## src/logic/asid_pkg.sv

```systemverilog
// package for the serial audio input deframer: framings, widths, slot timing
// assumes both ends and the link checker import it; the interface does not
package asid_pkg;
  typedef enum logic [1:0] {
    ASID_FMT_I2S,
    ASID_FMT_LJ,
    ASID_FMT_RJ
  } asid_fmt_t;
  typedef enum logic [1:0] {
    ASID_W16,
    ASID_W18,
    ASID_W20,
    ASID_W24
  } asid_width_t;
  localparam int ASID_MAX_W = 24;
  localparam int ASID_SLOT_BITS = 32;
  localparam int ASID_CNT_W = 6;
  localparam int ASID_I2S_DELAY = 1;
  localparam int ASID_SYS_CLK_NS = 40;
  localparam int ASID_LINK_DIV = 4;
  localparam int ASID_DIV_W = 3;

  function automatic logic [4:0] asid_bits(input asid_width_t w);
    case (w)
      ASID_W16: asid_bits = 5'h10;
      ASID_W18: asid_bits = 5'h12;
      ASID_W20: asid_bits = 5'h14;
      default: asid_bits = 5'h18;
    endcase
  endfunction

  // bit slot (0 = first bit clock after word clock transition) of the msb
  function automatic logic [5:0] asid_msb_slot(input asid_fmt_t f, input asid_width_t w);
    case (f)
      ASID_FMT_I2S: asid_msb_slot = 6'(ASID_I2S_DELAY);
      ASID_FMT_RJ: asid_msb_slot = 6'(ASID_SLOT_BITS) - {1'b0, asid_bits(w)};
      default: asid_msb_slot = 6'h00;
    endcase
  endfunction

  // level of the word clock that marks the left channel
  function automatic logic asid_left_level(input asid_fmt_t f);
    asid_left_level = (f != ASID_FMT_I2S);
  endfunction
endpackage

```

## src/logic/asid_link_if.sv

```systemverilog
// link between the audio source and the deframer: bit clock, word clock, data
// assumes both ends run on their own system clocks; the source makes the bit clock
`timescale 1ns/1ps
`default_nettype none
interface asid_link_if;
  logic bit_clk;
  logic word_clk;
  logic serial_sample_line;
  modport source (output bit_clk, output word_clk, output serial_sample_line);
  modport sink (input bit_clk, input word_clk, input serial_sample_line);
endinterface
`default_nettype wire

```

## src/logic/asid_deframer.sv

```systemverilog
// serial audio input deframer: samples the link and emits tagged channel samples
// assumes the link pins are asynchronous to mclk_i and the bit clock is slow enough
// (at least 4 mclk_i periods per bit clock period) for edge detection
//
// Summary of operation
// - left-justified, I2S or right-justified framing selectable
// - word widths 16, 18, 20 or 24 selectable
// - right-justified: word clock high means left
// - data captured on rising bit clock edge
// - right-justified msb delay 12 (20-bit), 16 (16-bit)
// - 64 bit clocks per frame: lsb ends at transition
// - I2S is default; word clock low means left
// - I2S msb one bit clock after transition
// - left-justified: high is left, msb immediate
`timescale 1ns/1ps
`default_nettype none
module asid_deframer
  import asid_pkg::*;
(
  input wire logic mclk_i,
  input wire logic rst_i,
  asid_link_if.sink link,
  input wire asid_fmt_t fmt_i,
  input wire asid_width_t width_i,
  output logic [ASID_MAX_W-1:0] sample_o,
  output logic left_o,
  output logic sample_valid_o
);
  logic [1:0] bclk_sync_q;
  logic [1:0] wclk_sync_q;
  logic [1:0] data_sync_q;
  logic bclk_last_q;
  logic wclk_last_q;
  logic seen_wclk_q;
  logic [ASID_CNT_W-1:0] slot_q;
  logic [ASID_MAX_W-1:0] shift_q;
  logic chan_left_q;
  logic [4:0] nbits;
  logic [5:0] msb_slot;
  logic rise;
  logic wclk_edge;
  logic [ASID_CNT_W-1:0] cur_slot;
  logic in_word;
  logic last_bit;

  // two flops on every pin before any logic looks at it
  always_ff @(posedge mclk_i)
  begin
    if (rst_i)
    begin
      bclk_sync_q <= 2'h0;
      wclk_sync_q <= 2'h0;
      data_sync_q <= 2'h0;
    end
    else
    begin
      bclk_sync_q <= {bclk_sync_q[0], link.bit_clk};
      wclk_sync_q <= {wclk_sync_q[0], link.word_clk};
      data_sync_q <= {data_sync_q[0], link.serial_sample_line};
    end
  end

  // data and word clock are delayed as much as the bit clock, so they are
  // sampled at the synchronised rising edge with the source's setup intact
  assign rise = bclk_sync_q[1] & ~bclk_last_q;
  assign wclk_edge = wclk_sync_q[1] != wclk_last_q;
  assign nbits = asid_bits(width_i);
  assign msb_slot = asid_msb_slot(fmt_i, width_i);
  assign cur_slot = wclk_edge ? '0 : slot_q;
  assign in_word = seen_wclk_q && (cur_slot >= msb_slot)
    && (cur_slot < msb_slot + 6'(nbits));
  // right-justified: msb at 32 - n so the lsb lands on slot 31, the last
  // bit before the next transition when the frame holds 64 bit clocks
  assign last_bit = cur_slot == msb_slot + 6'(nbits) - 6'h01;

  always_ff @(posedge mclk_i)
  begin
    if (rst_i)
    begin
      bclk_last_q <= 1'b0;
      wclk_last_q <= 1'b0;
      seen_wclk_q <= 1'b0;
      slot_q <= '0;
      chan_left_q <= 1'b0;
    end
    else
    begin
      bclk_last_q <= bclk_sync_q[1];
      if (rise)
      begin
        wclk_last_q <= wclk_sync_q[1];
        if (wclk_edge)
        begin
          seen_wclk_q <= 1'b1;
          // I2S left is low, the other framings left is high
          chan_left_q <= wclk_sync_q[1] == asid_left_level(fmt_i);
        end
        // saturate so a channel wider than 64 clocks does not wrap into a new word
        if (cur_slot != '1)
          slot_q <= cur_slot + 6'h01;
        else
          slot_q <= cur_slot;
      end
    end
  end

  always_ff @(posedge mclk_i)
  begin
    if (rst_i)
      shift_q <= '0;
    else if (rise && in_word)
      shift_q <= {shift_q[ASID_MAX_W-2:0], data_sync_q[1]};
  end

  always_ff @(posedge mclk_i)
  begin
    if (rst_i)
    begin
      sample_o <= '0;
      left_o <= 1'b0;
      sample_valid_o <= 1'b0;
    end
    else
    begin
      sample_valid_o <= 1'b0;
      if (rise && in_word && last_bit)
      begin
        // right-aligned at the chosen width, upper bits zero
        sample_o <= {shift_q[ASID_MAX_W-2:0], data_sync_q[1]}
          & ((24'h000001 << nbits) - 24'h000001);
        left_o <= wclk_edge ? (wclk_sync_q[1] == asid_left_level(fmt_i)) : chan_left_q;
        sample_valid_o <= 1'b1;
      end
    end
  end
endmodule
`default_nettype wire

```

## src/flat_wrapper.sv

```systemverilog
// flat-port wrapper written by rule: the top's interface ports become plain ports
module asid_deframer_flat import asid_pkg::*;
  (mclk_i, rst_i, fmt_i, width_i, sample_o, left_o, sample_valid_o, link_bit_clk, link_word_clk, link_serial_sample_line);
  asid_link_if link_i ();
  input wire logic mclk_i;
  input wire logic rst_i;
  input wire asid_fmt_t fmt_i;
  input wire asid_width_t width_i;
  output logic [ASID_MAX_W-1:0] sample_o;
  output logic left_o;
  output logic sample_valid_o;
  input wire logic [$bits(link_i.bit_clk)-1:0] link_bit_clk;
  input wire logic [$bits(link_i.word_clk)-1:0] link_word_clk;
  input wire logic [$bits(link_i.serial_sample_line)-1:0] link_serial_sample_line;
  assign link_i.bit_clk = link_bit_clk;
  assign link_i.word_clk = link_word_clk;
  assign link_i.serial_sample_line = link_serial_sample_line;
  asid_deframer u_core (.mclk_i(mclk_i), .rst_i(rst_i), .link(link_i), .fmt_i(fmt_i), .width_i(width_i), .sample_o(sample_o), .left_o(left_o), .sample_valid_o(sample_valid_o));
endmodule
```

## config.mk

```make
export PLATFORM = sky130hd
export DESIGN_NAME = asid_deframer_flat
export DESIGN_NICKNAME = d
export VERILOG_FILES = /design/src/logic/asid_pkg.sv /design/src/logic/asid_link_if.sv /design/src/logic/asid_deframer.sv /design/src/flat_wrapper.sv
export SDC_FILE = /design/constraint.sdc
export NUM_CORES = 1
export LEC_CHECK = 0
export ABC_AREA = 1
export BUFFER_PORTS_ARGS = -buffer_cell sky130_fd_sc_hd__buf_2
export CAP_MARGIN = 30
export CORE_MARGIN = 4
export CORE_UTILIZATION = 55
export DETAILED_ROUTE_END_ITERATION = 7
export HOLD_SLACK_MARGIN = 0.05
export PLACE_DENSITY = 0.75
export REMOVE_ABC_BUFFERS = 1
export SYNTH_ARGS = -nofsm -noshare
export SYNTH_HDL_FRONTEND = slang
export SYNTH_SLANG_ARGS = --single-unit
```

## constraint.sdc

```tcl
create_clock -name mclk_i -period 6.3 [get_ports mclk_i]
set_clock_uncertainty 0.1 [all_clocks]
set_input_delay 0.315 -clock mclk_i [delete_from_list [all_inputs] [get_ports mclk_i]]
set_output_delay 0.315 -clock mclk_i [all_outputs]
set_load 0.03 [all_outputs]
```

# [After elaboration in Yosys (flattened, before gate mapping)]
# Index checks and enable logic that the tools add are counted.
[totals] reg_bits=65 out_inout_bits=26 elab_cells=45
[classes] addsub=5 magnitude_cmp=2 eq_ne=7 shift=1 n_mux=7 n_bitwise=3 reduce_logical=8
[ops] operator="24-bit bitwise AND" n=1
[ops] operator="1-bit by 5-bit << shifter with 24-bit output, first input constant" n=1
[ops] operator="24-bit by 1-bit subtractor with 24-bit output, second input constant" n=1
[ops] operator="6-bit 2-to-1 mux" n=2
[ops] operator="4-bit case mux with 3 select lines" n=1
[ops] operator="6-bit case mux with 2 select lines" n=1
[ops] operator="6-bit by 1-bit adder with 6-bit output, second input constant" n=1
[ops] operator="6-bit by 5-bit adder with 6-bit output" n=1
[ops] operator="6-bit equality test" n=1
[ops] operator="6-bit >= comparator" n=1
[ops] operator="6-bit < comparator" n=1
[ops] operator="6-bit inequality test, second input constant" n=1
[ops] operator="6-bit by 1-bit subtractor with 6-bit output, second input constant" n=1
[ops] operator="6-bit by 5-bit subtractor with 6-bit output, first input constant" n=1
[ops] operator="5-bit 2-to-1 mux" n=1
[ops] operator="2-bit equality test, second input constant" n=2
[ops] operator="1-bit logical AND" n=4
[ops] operator="2-bit logical NOT" n=2
[ops] operator="2-bit by 1-bit equality test with 1-bit output, second input constant" n=1
[ops] operator="1-bit 2-to-1 mux" n=2
[ops] operator="2-bit AND reduction" n=1
[ops] operator="2-bit nonzero test" n=1
[ops] operator="1-bit bitwise AND" n=1
[ops] operator="1-bit equality test" n=1
[ops] operator="other kinds (2)" n=2

# [Depth between registers and ports, before layout]
# Gate-level depths: netlist of the first run.
[depth] word_depth=11 mapped_depth=23 depth_no_buf=22

# [Least setup slack after synthesis of the first run]
# Ideal clock, no wire load.
[synth_timing] path_kind="input to register" startpoint="input width_i[1]" endpoint="register u_core.sample_o[10]" setup_ns=0.122 arrival_ns=2.690 required_time_ns=6.078 setup_slack_ns=3.388 path_stages=20 n_path_buf=1 cell_sequence="inv_1 > ha_1 > inv_1 > nor2_1 > inv_1 > nand2_1 > ha_1 > inv_1 > nand2_1 > nand3_1 > nand2_1 > inv_1 > ha_1 > a21oi_1 > o21ai_0 > a21oi_1 > nand4_1 > nor2_4 > buf_2 > o21ai_2"
[synth_via] elab_chain_len=10 elab_cells_between_ends=19 classes_between="4 x add/sub; 2 x order compare; 3 x eq/ne; 1 x shift; 3 x mux; 1 x bitwise; 5 x reduce/logical"
[synth_lines] item="start, declared" line="flat_wrapper.sv:8" rtl="input wire asid_width_t width_i;"
[synth_lines] item="2-bit equality test (tied with other cells)" line="asid_pkg.sv:24" rtl="case (w)"
[synth_lines] item="4-bit case mux with 3 select lines *" line="asid_pkg.sv:24"
[synth_lines] item="parallel branches: the longest is 8 deep, another holds 6-bit by 5-bit subtractor with 6-bit output"
[synth_lines] item="end signal, assigned" line="asid_deframer.sv:129" rtl="sample_o <= {shift_q[ASID_MAX_W-2:0], data_sync_q[1]}"
[synth_lines] item="end, declared" line="asid_deframer.sv:25" rtl="output logic [ASID_MAX_W-1:0] sample_o,"
# Mark *: on every way between the ends. The select of a mux whose other input is x is not followed.
# A chain may end at the register's enable or synchronous reset.

# [Worst setup path in the final report of the first run]
[layout_timing] startpoint="input width_i[1]" endpoint="register u_core.left_o"
[layout_via] elab_chain_len=10 elab_cells_between_ends=16 classes_between="3 x add/sub; 2 x order compare; 3 x eq/ne; 3 x mux; 5 x reduce/logical"
[layout_lines] item="2-bit equality test (tied with other cells)" line="asid_pkg.sv:24"
[layout_lines] item="4-bit case mux with 3 select lines *" line="asid_pkg.sv:24"
[layout_lines] item="parallel branches: the longest is 7 deep, another holds 6-bit by 5-bit subtractor with 6-bit output"
[layout_lines] item="1-bit logical AND *" line="asid_deframer.sv:126" rtl="if (rise && in_word && last_bit)"
[layout_lines] item="end signal, assigned" line="asid_deframer.sv:131" rtl="left_o <= wclk_edge ? (wclk_sync_q[1] == asid_left_level(fmt_i)) : chan_left_q;"
[layout_lines] item="end, declared" line="asid_deframer.sv:26" rtl="output logic left_o,"
# Marks and branches as above.

==> results.md, run 1 <==
- Most frequent cells after synthesis: nand2_1, dfxtp_1, inv_1
- Top cells by area, synth: dfxtp_1, nand2_1, ha_1
- Total track usage: 0.198
- Worst r2r src: u_core.wclk_last_q
- CP Data Arrival Time: 3.69 ns
- Worst EP required: 6.43 ns
- Crit-path max FO: 32
- Die height: 86.9 um
- Hold Path Sink: u_core.data_sync_q[0]
- Clock sink total: 65
- Diode count: 0
- Most numerous cell in the Yosys netlist: nand2_1
- Slew Viols, Final: 0
- Period Utilization, post-route: 0.565
- Gr ovfl total: 0
- Synth Area per Inst: 7.61 sq um
- R2r setup slk: 3.13 ns
- Primary FF master, synth: dfxtp_1
- CTS tree: done
- Die W: 86.9 um
- Leading area contributor after synthesis: dfxtp_1
- Sequential share of the synthesized area: 0.380
- Initial DRC Count: 132
- F_max: 281 MHz
- Vias in the first global route: 2623
- CTS HTree Levels: 3
- Slew margin rel.: 0.472
- Placer Congestion: 0.900
- DP Wirelength: 4870 um
- Routed via count: 2889
- Share of cells above drive strength 1: 0.237
- Startpoint Class: input port
- Wire per inst: 12.2 um
- Fillers: 534
- Drt pass-1 iters: 4
- Critical path type: in2reg
- Core Box Area: 0.00599 sq mm
- Peak supply drop: 0.203 mV
- Worst reg2reg path depth: 17
- FFs w/ async S/R, synth: 0
- Overall routed net length: 6870 um
- Outcome: finished clean
- Endpoint class of the critical path: flip-flop
- Cells after Synth: 450
- Root Buffer: clkbuf_8
- Hold_buf cts: 0
- I/O Pins: 35
- Global-route wire length before repair: 11900 um
- Worst hold path class: in2reg
- Drc violations: 0
- Initial antenna violation count: 0
- Flops & latches, synth: 65
- Area delta synth->final: 11.5%
- End of the worst register-to-register path: u_core.left_o
- Fin Setup TNS: 0 ns
- Max Root-Sink Buffers: 2
- Worst-Skew Late Latency: 0.33 ns
- Post-synth EDFFs: 0
- Worst slew pin tran: 0.789 ns
- IO Port Bufs: 34
- Worst-path clk slew: 0.07 ns
- Area share of the largest cell type after synthesis: 0.380
- Row cnt: 28
- Static Leakage: 1.69 nW
- Routed vias/inst: 5.15
- Largest net degree at the start of global routing: 41
- CTS Buf Count: 9
- Post-synth cell types: 30
- WHS Path Cells: 3
- Min-delay src: link_serial_sample_line
- RSZ-0062 raised after global routing: no
- Final Core Density: 0.637
- Initial core utilization: 0.572
- Power density over cell area: 223 mW/mm^2
- Yosys warning total: 0
- Mapped cell area: 0.00342 sq mm
- Post-CTS sizing: 0
- Post-CTS Repair Setup Buffers: 0
- Antenna-violating nets left: 0
- Die area: 0.00755 sq mm
- # setup viols final: 0
- Min cycle time layout: 3.56 ns
- Final hold viol count: 0
- Max-cap viol count: 0
- Final nets: 509
## routing by layer
| metal | track usage | vias to the layer above | part of all wire |
|---|---|---|---|
| li1 | - | 1496 | - |
| met1 | 0.271 | 1312 | 0.47 |
| met2 | 0.302 | 73 | 0.46 |
| met3 | 0.0596 | 8 | 0.051 |
| met4 | 0.0581 | 0 | 0.0095 |
| met5 | 0 | - | 0 |
## sequential cells by signal, indices dropped and copies added, names as in the netlist
name / flops
u_core.bclk_last_q: 1
u_core.bclk_sync_q: 2
u_core.chan_left_q: 1
u_core.data_sync_q: 2
u_core.left_o: 1
u_core.sample_o: 24
u_core.sample_valid_o: 1
u_core.seen_wclk_q: 1
u_core.shift_q: 23
u_core.slot_q: 6
u_core.wclk_last_q: 1
u_core.wclk_sync_q: 2
## worst max-delay path by stage
stage	from	to	slack [ns]
after global placement	width_i[1]	u_core.sample_o[23]	2.31
after CTS	width_i[1]	u_core.left_o	2.76
after global routing	width_i[1]	u_core.left_o	2.47
final	width_i[1]	u_core.left_o	2.74
after floorplan	width_i[1]	u_core.left_o	2.06
after detailed placement	width_i[1]	u_core.left_o	2.40
## power breakdown
group	switching, mW	total [mW]	internal [mW]
logic	0.0564	0.0845	0.0280
clock network	0.163	0.347	0.184
registers	0.00353	0.419	0.415
## logic make-up after synthesis
| logic type | count (synthesis) | synth area share |
|---|---|---|
| adders and majority gates | 19 | 0.0694 |
| DFF | 65 | 0.380 |
| and+or+nand+nor | 208 | 0.302 |
| xor gates and xnor gates | 2 | 0.00512 |
| buffers and inverters | 82 | 0.106 |
| AOI/OAI and AO/OA | 74 | 0.137 |
## cell type report
type	count	area (sq um)	area share
multi-input combinational	303	1760	0.461
sequential	65	1300	0.341
inverter	64	241	0.0633
timing repair buffer	38	228	0.0597
clock buffer	10	128	0.0334
tap	75	93.8	0.0246
clock inverter	6	66.3	0.0174
## critical path, cell delays in order
cell	delay [ns]
buf_2	0.12
inv_1	0.08
ha_1	0.17
inv_1	0.06
nor2_1	0.15
inv_1	0.08
nand2_1	0.06
ha_1	0.14
inv_1	0.04
nand2_1	0.08
nand3_1	0.11
nand2_1	0.13
inv_1	0.07
ha_1	0.28
a21oi_1	0.15
o21ai_0	0.08
a21oi_1	0.16
nand4_1	0.11
buf_4	0.28
nor2_4	0.57
buf_16	0.25
nand2_1	0.06
nand2_1	0.07
nor2_2	0.04
## through the flow
step | instance area, sq um | hold WS (ns) | power (mW) | setup slack (ns) | cells
2_1_floorplan | 3300 | 0.284 | 0.489 | 2.06 | 432
3_3_place_gp | 3580 | 0.291 | 0.509 | 2.31 | 543
3_5_place_dp | 3620 | 0.296 | 0.512 | 2.40 | 545
4_1_cts | 3820 | 0.0660 | 0.857 | 2.76 | 561
5_1_grt | 3820 | 0.0647 | 0.893 | 2.47 | 561
6_report | 3820 | 0.0802 | 0.851 | 2.74 | 561
## placed cells by master (no fill, tap or decap), drive strengths merged, types with 6 or more instances in the layout
cell type and instances:
buf 38, dfxtp 65, nand2 126, clkinv 7
nor2 37, nand3 37, o21bai 6, clkbuf 10
ha 19, o21ai 24, nand4 7, inv 62
a21oi 38
(Power assumes the default switching activity.)
==> inputs of run 2 (changes only) <==
--- a/config.mk
+++ b/config.mk
@@ -5,7 +5,7 @@
 export SDC_FILE = /design/constraint.sdc
 export NUM_CORES = 1
 export LEC_CHECK = 0
-export ABC_AREA = 1
+export ABC_AREA = 0
 export BUFFER_PORTS_ARGS = -buffer_cell sky130_fd_sc_hd__buf_2
 export CAP_MARGIN = 30
 export CORE_MARGIN = 4
==> constraint.sdc (replaced) <==
create_clock -name mclk_i -period 3.6 [get_ports mclk_i]
set_clock_uncertainty 0.1 [all_clocks]
set_input_delay 0.18 -clock mclk_i [delete_from_list [all_inputs] [get_ports mclk_i]]
set_output_delay 0.18 -clock mclk_i [all_outputs]
set_load 0.03 [all_outputs]
==> run 2 against run 1 <==
Net effect: synthesized area down 3.0%; core utilization up 0.52 points; non-clock buffer count up 10; global-route usage down 3.5 points; first-iteration DRC count down 61%; design area down 0.95%; hold slack better by 0.18 ns; critical path depth down 8; via count down 21%; sequential power up 74%; combinational power up 25%; die area down 2.7%.
==> results.md, run 2 <==
- Fillers: 497
- Worst-Skew Late Latency: 0.33 ns
- Period Utilization, post-route: 0.911
- Routed via count: 2291
- Die height: 85.7 um
- Peak supply drop: 0.200 mV
- Critical path type: in2reg
- Primary FF master, synth: dfxtp_1
- Max-cap viol count: 0
- Crit-path max FO: 14
- Largest family of logic cells by synthesized area: simple AND/OR/NAND/NOR gates
- Worst setup margin: 0.320 ns
- Biggest regs: u_core.sample_o x24, u_core.shift_q x23, u_core.slot_q x6
- Max Root-Sink Buffers: 2
- Compound-Gate Fraction of Synth Area: 0.0599
- Gr ovfl total: 0
- Int Pwr: 1.10 mW
- Final hold viol count: 0
- Slew margin rel.: 0.578
- Die W: 85.7 um
- Post-synth cell types: 45
- CTS tree: done
- RSZ-0062 raised after global routing: no
- Top reg by flops: u_core.sample_o
- FFs w/ async S/R, synth: 0
- Startpoint Class: input port
- Area share of the largest cell type after synthesis: 0.392
- Yosys warning total: 0
- CTS HTree Levels: 3
- Static Leakage: 1.71 nW
- Initial core utilization: 0.564
- Worst-path clk slew: 0.07 ns
- Power density over cell area: 375 mW/mm^2
- Root Buffer: clkbuf_8
- Synth Area per Inst: 9.83 sq um
- Slew Viols, Final: 0
- Hold WS: 0.256 ns
- Net Switching: 0.317 mW
- Reg power frac: 0.512
- Comb power frac: 0.075
- WHS Path Cells: 2
- Post-synthesis mux area share: 0.149
- Area delta synth->final: 13.8%
- Initial DRC Count: 52
- Placer Congestion: 0.837
- Core Box Area: 0.00589 sq mm
- Endpoint class of the critical path: flip-flop
- Number of flip-flops in the largest register: 24
- Reg area: 0.00130 sq mm
- I/O Pins: 35
- CP Data Arrival Time: 3.44 ns
- Global-route wire length before repair: 9680 um
- Post-synth EDFFs: 0
- Overall routed net length: 5440 um
- Outcome: finished clean
- F_max: 305 MHz
- Total track usage: 0.163
- Worst hold path class: in2reg
- Wire per inst: 11.9 um
- Top cells by area, synth: dfxtp_1, mux2i_1, or2b_2
- Clk pwr share: 0.413
- Diode count: 0
- Switching Share: 0.224
- Min cycle time layout: 3.28 ns
- Most numerous cell in the Yosys netlist: dfxtp_1
- Initial antenna violation count: 0
- Worst EP required: 3.76 ns
- CTS Buf Count: 9
- Most frequent cells in the layout: dfxtp_1, mux2i_1, nor2_1
- Cells after Synth: 338
- Largest net degree at the start of global routing: 39
- Post-synthesis simple-gate area fraction: 0.243
- Pre-CTS setup slack: -0.0253 ns
- Post-synthesis adder-cell area fraction: 0.0716
- IO Port Bufs: 34
- Leading area contributor after synthesis: dfxtp_1
- Drt pass-1 iters: 4
- Post-CTS sizing: 0
- Row cnt: 28
- Antenna-violating nets left: 0
- Post-synthesis xor/xnor area fraction: 0.0384
- Vias in the first global route: 2169
- Worst slew pin tran: 0.633 ns
- Most frequent cells after synthesis: dfxtp_1, mux2i_1, nor2_1
- Share of cells above drive strength 1: 0.262
- DP Area: 0.00357 sq mm
- DP Wirelength: 3860 um
- Routed vias/inst: 5.01
- Flops & latches, synth: 65
- Post-route cell area: 0.00378 sq mm
- Final nets: 407
- Worst reg2reg path depth: 11
- # setup viols final: 0
- Drc violations: 0
- Mapped cell area: 0.00332 sq mm
- Multi-input gate area: 0.00187 sq mm
- Commonest non-fill, non-tap cell in the layout: dfxtp_1
- Die area: 0.00735 sq mm
- Clock sink total: 65
- Sequential share of the synthesized area: 0.392
[run 2: changes by cell type after synthesis, sizes merged, moves of 5 or more]
cell / change
o21ai: -17
o21bai: -6
mux2i: +48
nand2b: +11
nand3: -33
nor2b: +12
a21oi: -26
xnor2: +5
nand2: -104
nand4: -5
or2b: +31
and2: +5
inv: -50
[run 2: path summary, 6_finish.rpt]
kind	start	to	slack (ns)
worst max-delay path	width_i[1]	u_core.sample_o[17]	0.32
worst min-delay path	rst_i	u_core.slot_q[0]	0.26
worst max register to register	u_core.wclk_last_q	u_core.sample_o[17]	0.46
worst min register to register	u_core.wclk_sync_q[0]	u_core.wclk_sync_q[1]	0.34
[run 2: final cells by class]
type / count / area share
Multi-Input combinational cell: 244 / 0.493
Sequential cell: 65 / 0.344
Timing Repair Buffer: 48 / 0.0781
Clock buffer: 11 / 0.0374
Tap cell: 75 / 0.0248
Clock inverter: 3 / 0.0113
Inverter: 11 / 0.0109
[run 2: kinds of logic after synthesis]
logic type	Yosys count
simple gates	138
flops	65
mux	49
compound gates	29
buf+inv	29
fa+ha+maj	19
xor+xnor	9
[run 2: repair_timing]
item / in CTS / in global routing
hold buffers: 3 / 0
buffers inserted: 0 / 0
hold endpoints to repair: 3 / 0
[run 2: through the flow]
step,TNS [ns],util,power [mW],cells
after floorplan,-16.24,-,0.810,320
after global placement,0,0.606,0.845,440
after detailed placement,-0.178,0.606,0.847,440
after CTS,0,0.642,1.44,457
after global routing,0,0.642,1.48,457
final,0,0.642,1.42,457
[run 2: critical path, cell delays in order]
cell,delay [ns]
buf_2,0.11
inv_1,0.07
ha_1,0.21
nand2_1,0.13
inv_1,0.07
ha_1,0.22
a31oi_4,0.15
xnor3_2,0.35
ha_1,0.30
a211oi_1,0.24
a21oi_1,0.11
nor4b_2,0.37
o31ai_4,0.15
nor3_4,0.25
buf_4,0.30
mux2i_1,0.23
[run 2: power by group through the flow]
stage / sequential, mW / clock [mW] / combinational [mW]
floorplan: 0.742 / 0 / 0.0682
global placement: 0.743 / 0 / 0.102
detailed placement: 0.743 / 0 / 0.104
CTS: 0.726 / 0.609 / 0.107
global route: 0.727 / 0.637 / 0.120
finish: 0.727 / 0.586 / 0.106
[run 2: metal layers]
| metal | global-route usage | wire (um) | part of all wire | vias to the layer above |
|---|---|---|---|---|
| met4 | 0.0849 | 110 | 0.020 | 0 |
| met3 | 0.0365 | 193 | 0.035 | 12 |
| met5 | 0 | 0 | 0 | - |
| li1 | - | - | - | 1209 |
| met2 | 0.270 | 2560 | 0.47 | 34 |
| met1 | 0.198 | 2580 | 0.47 | 1036 |
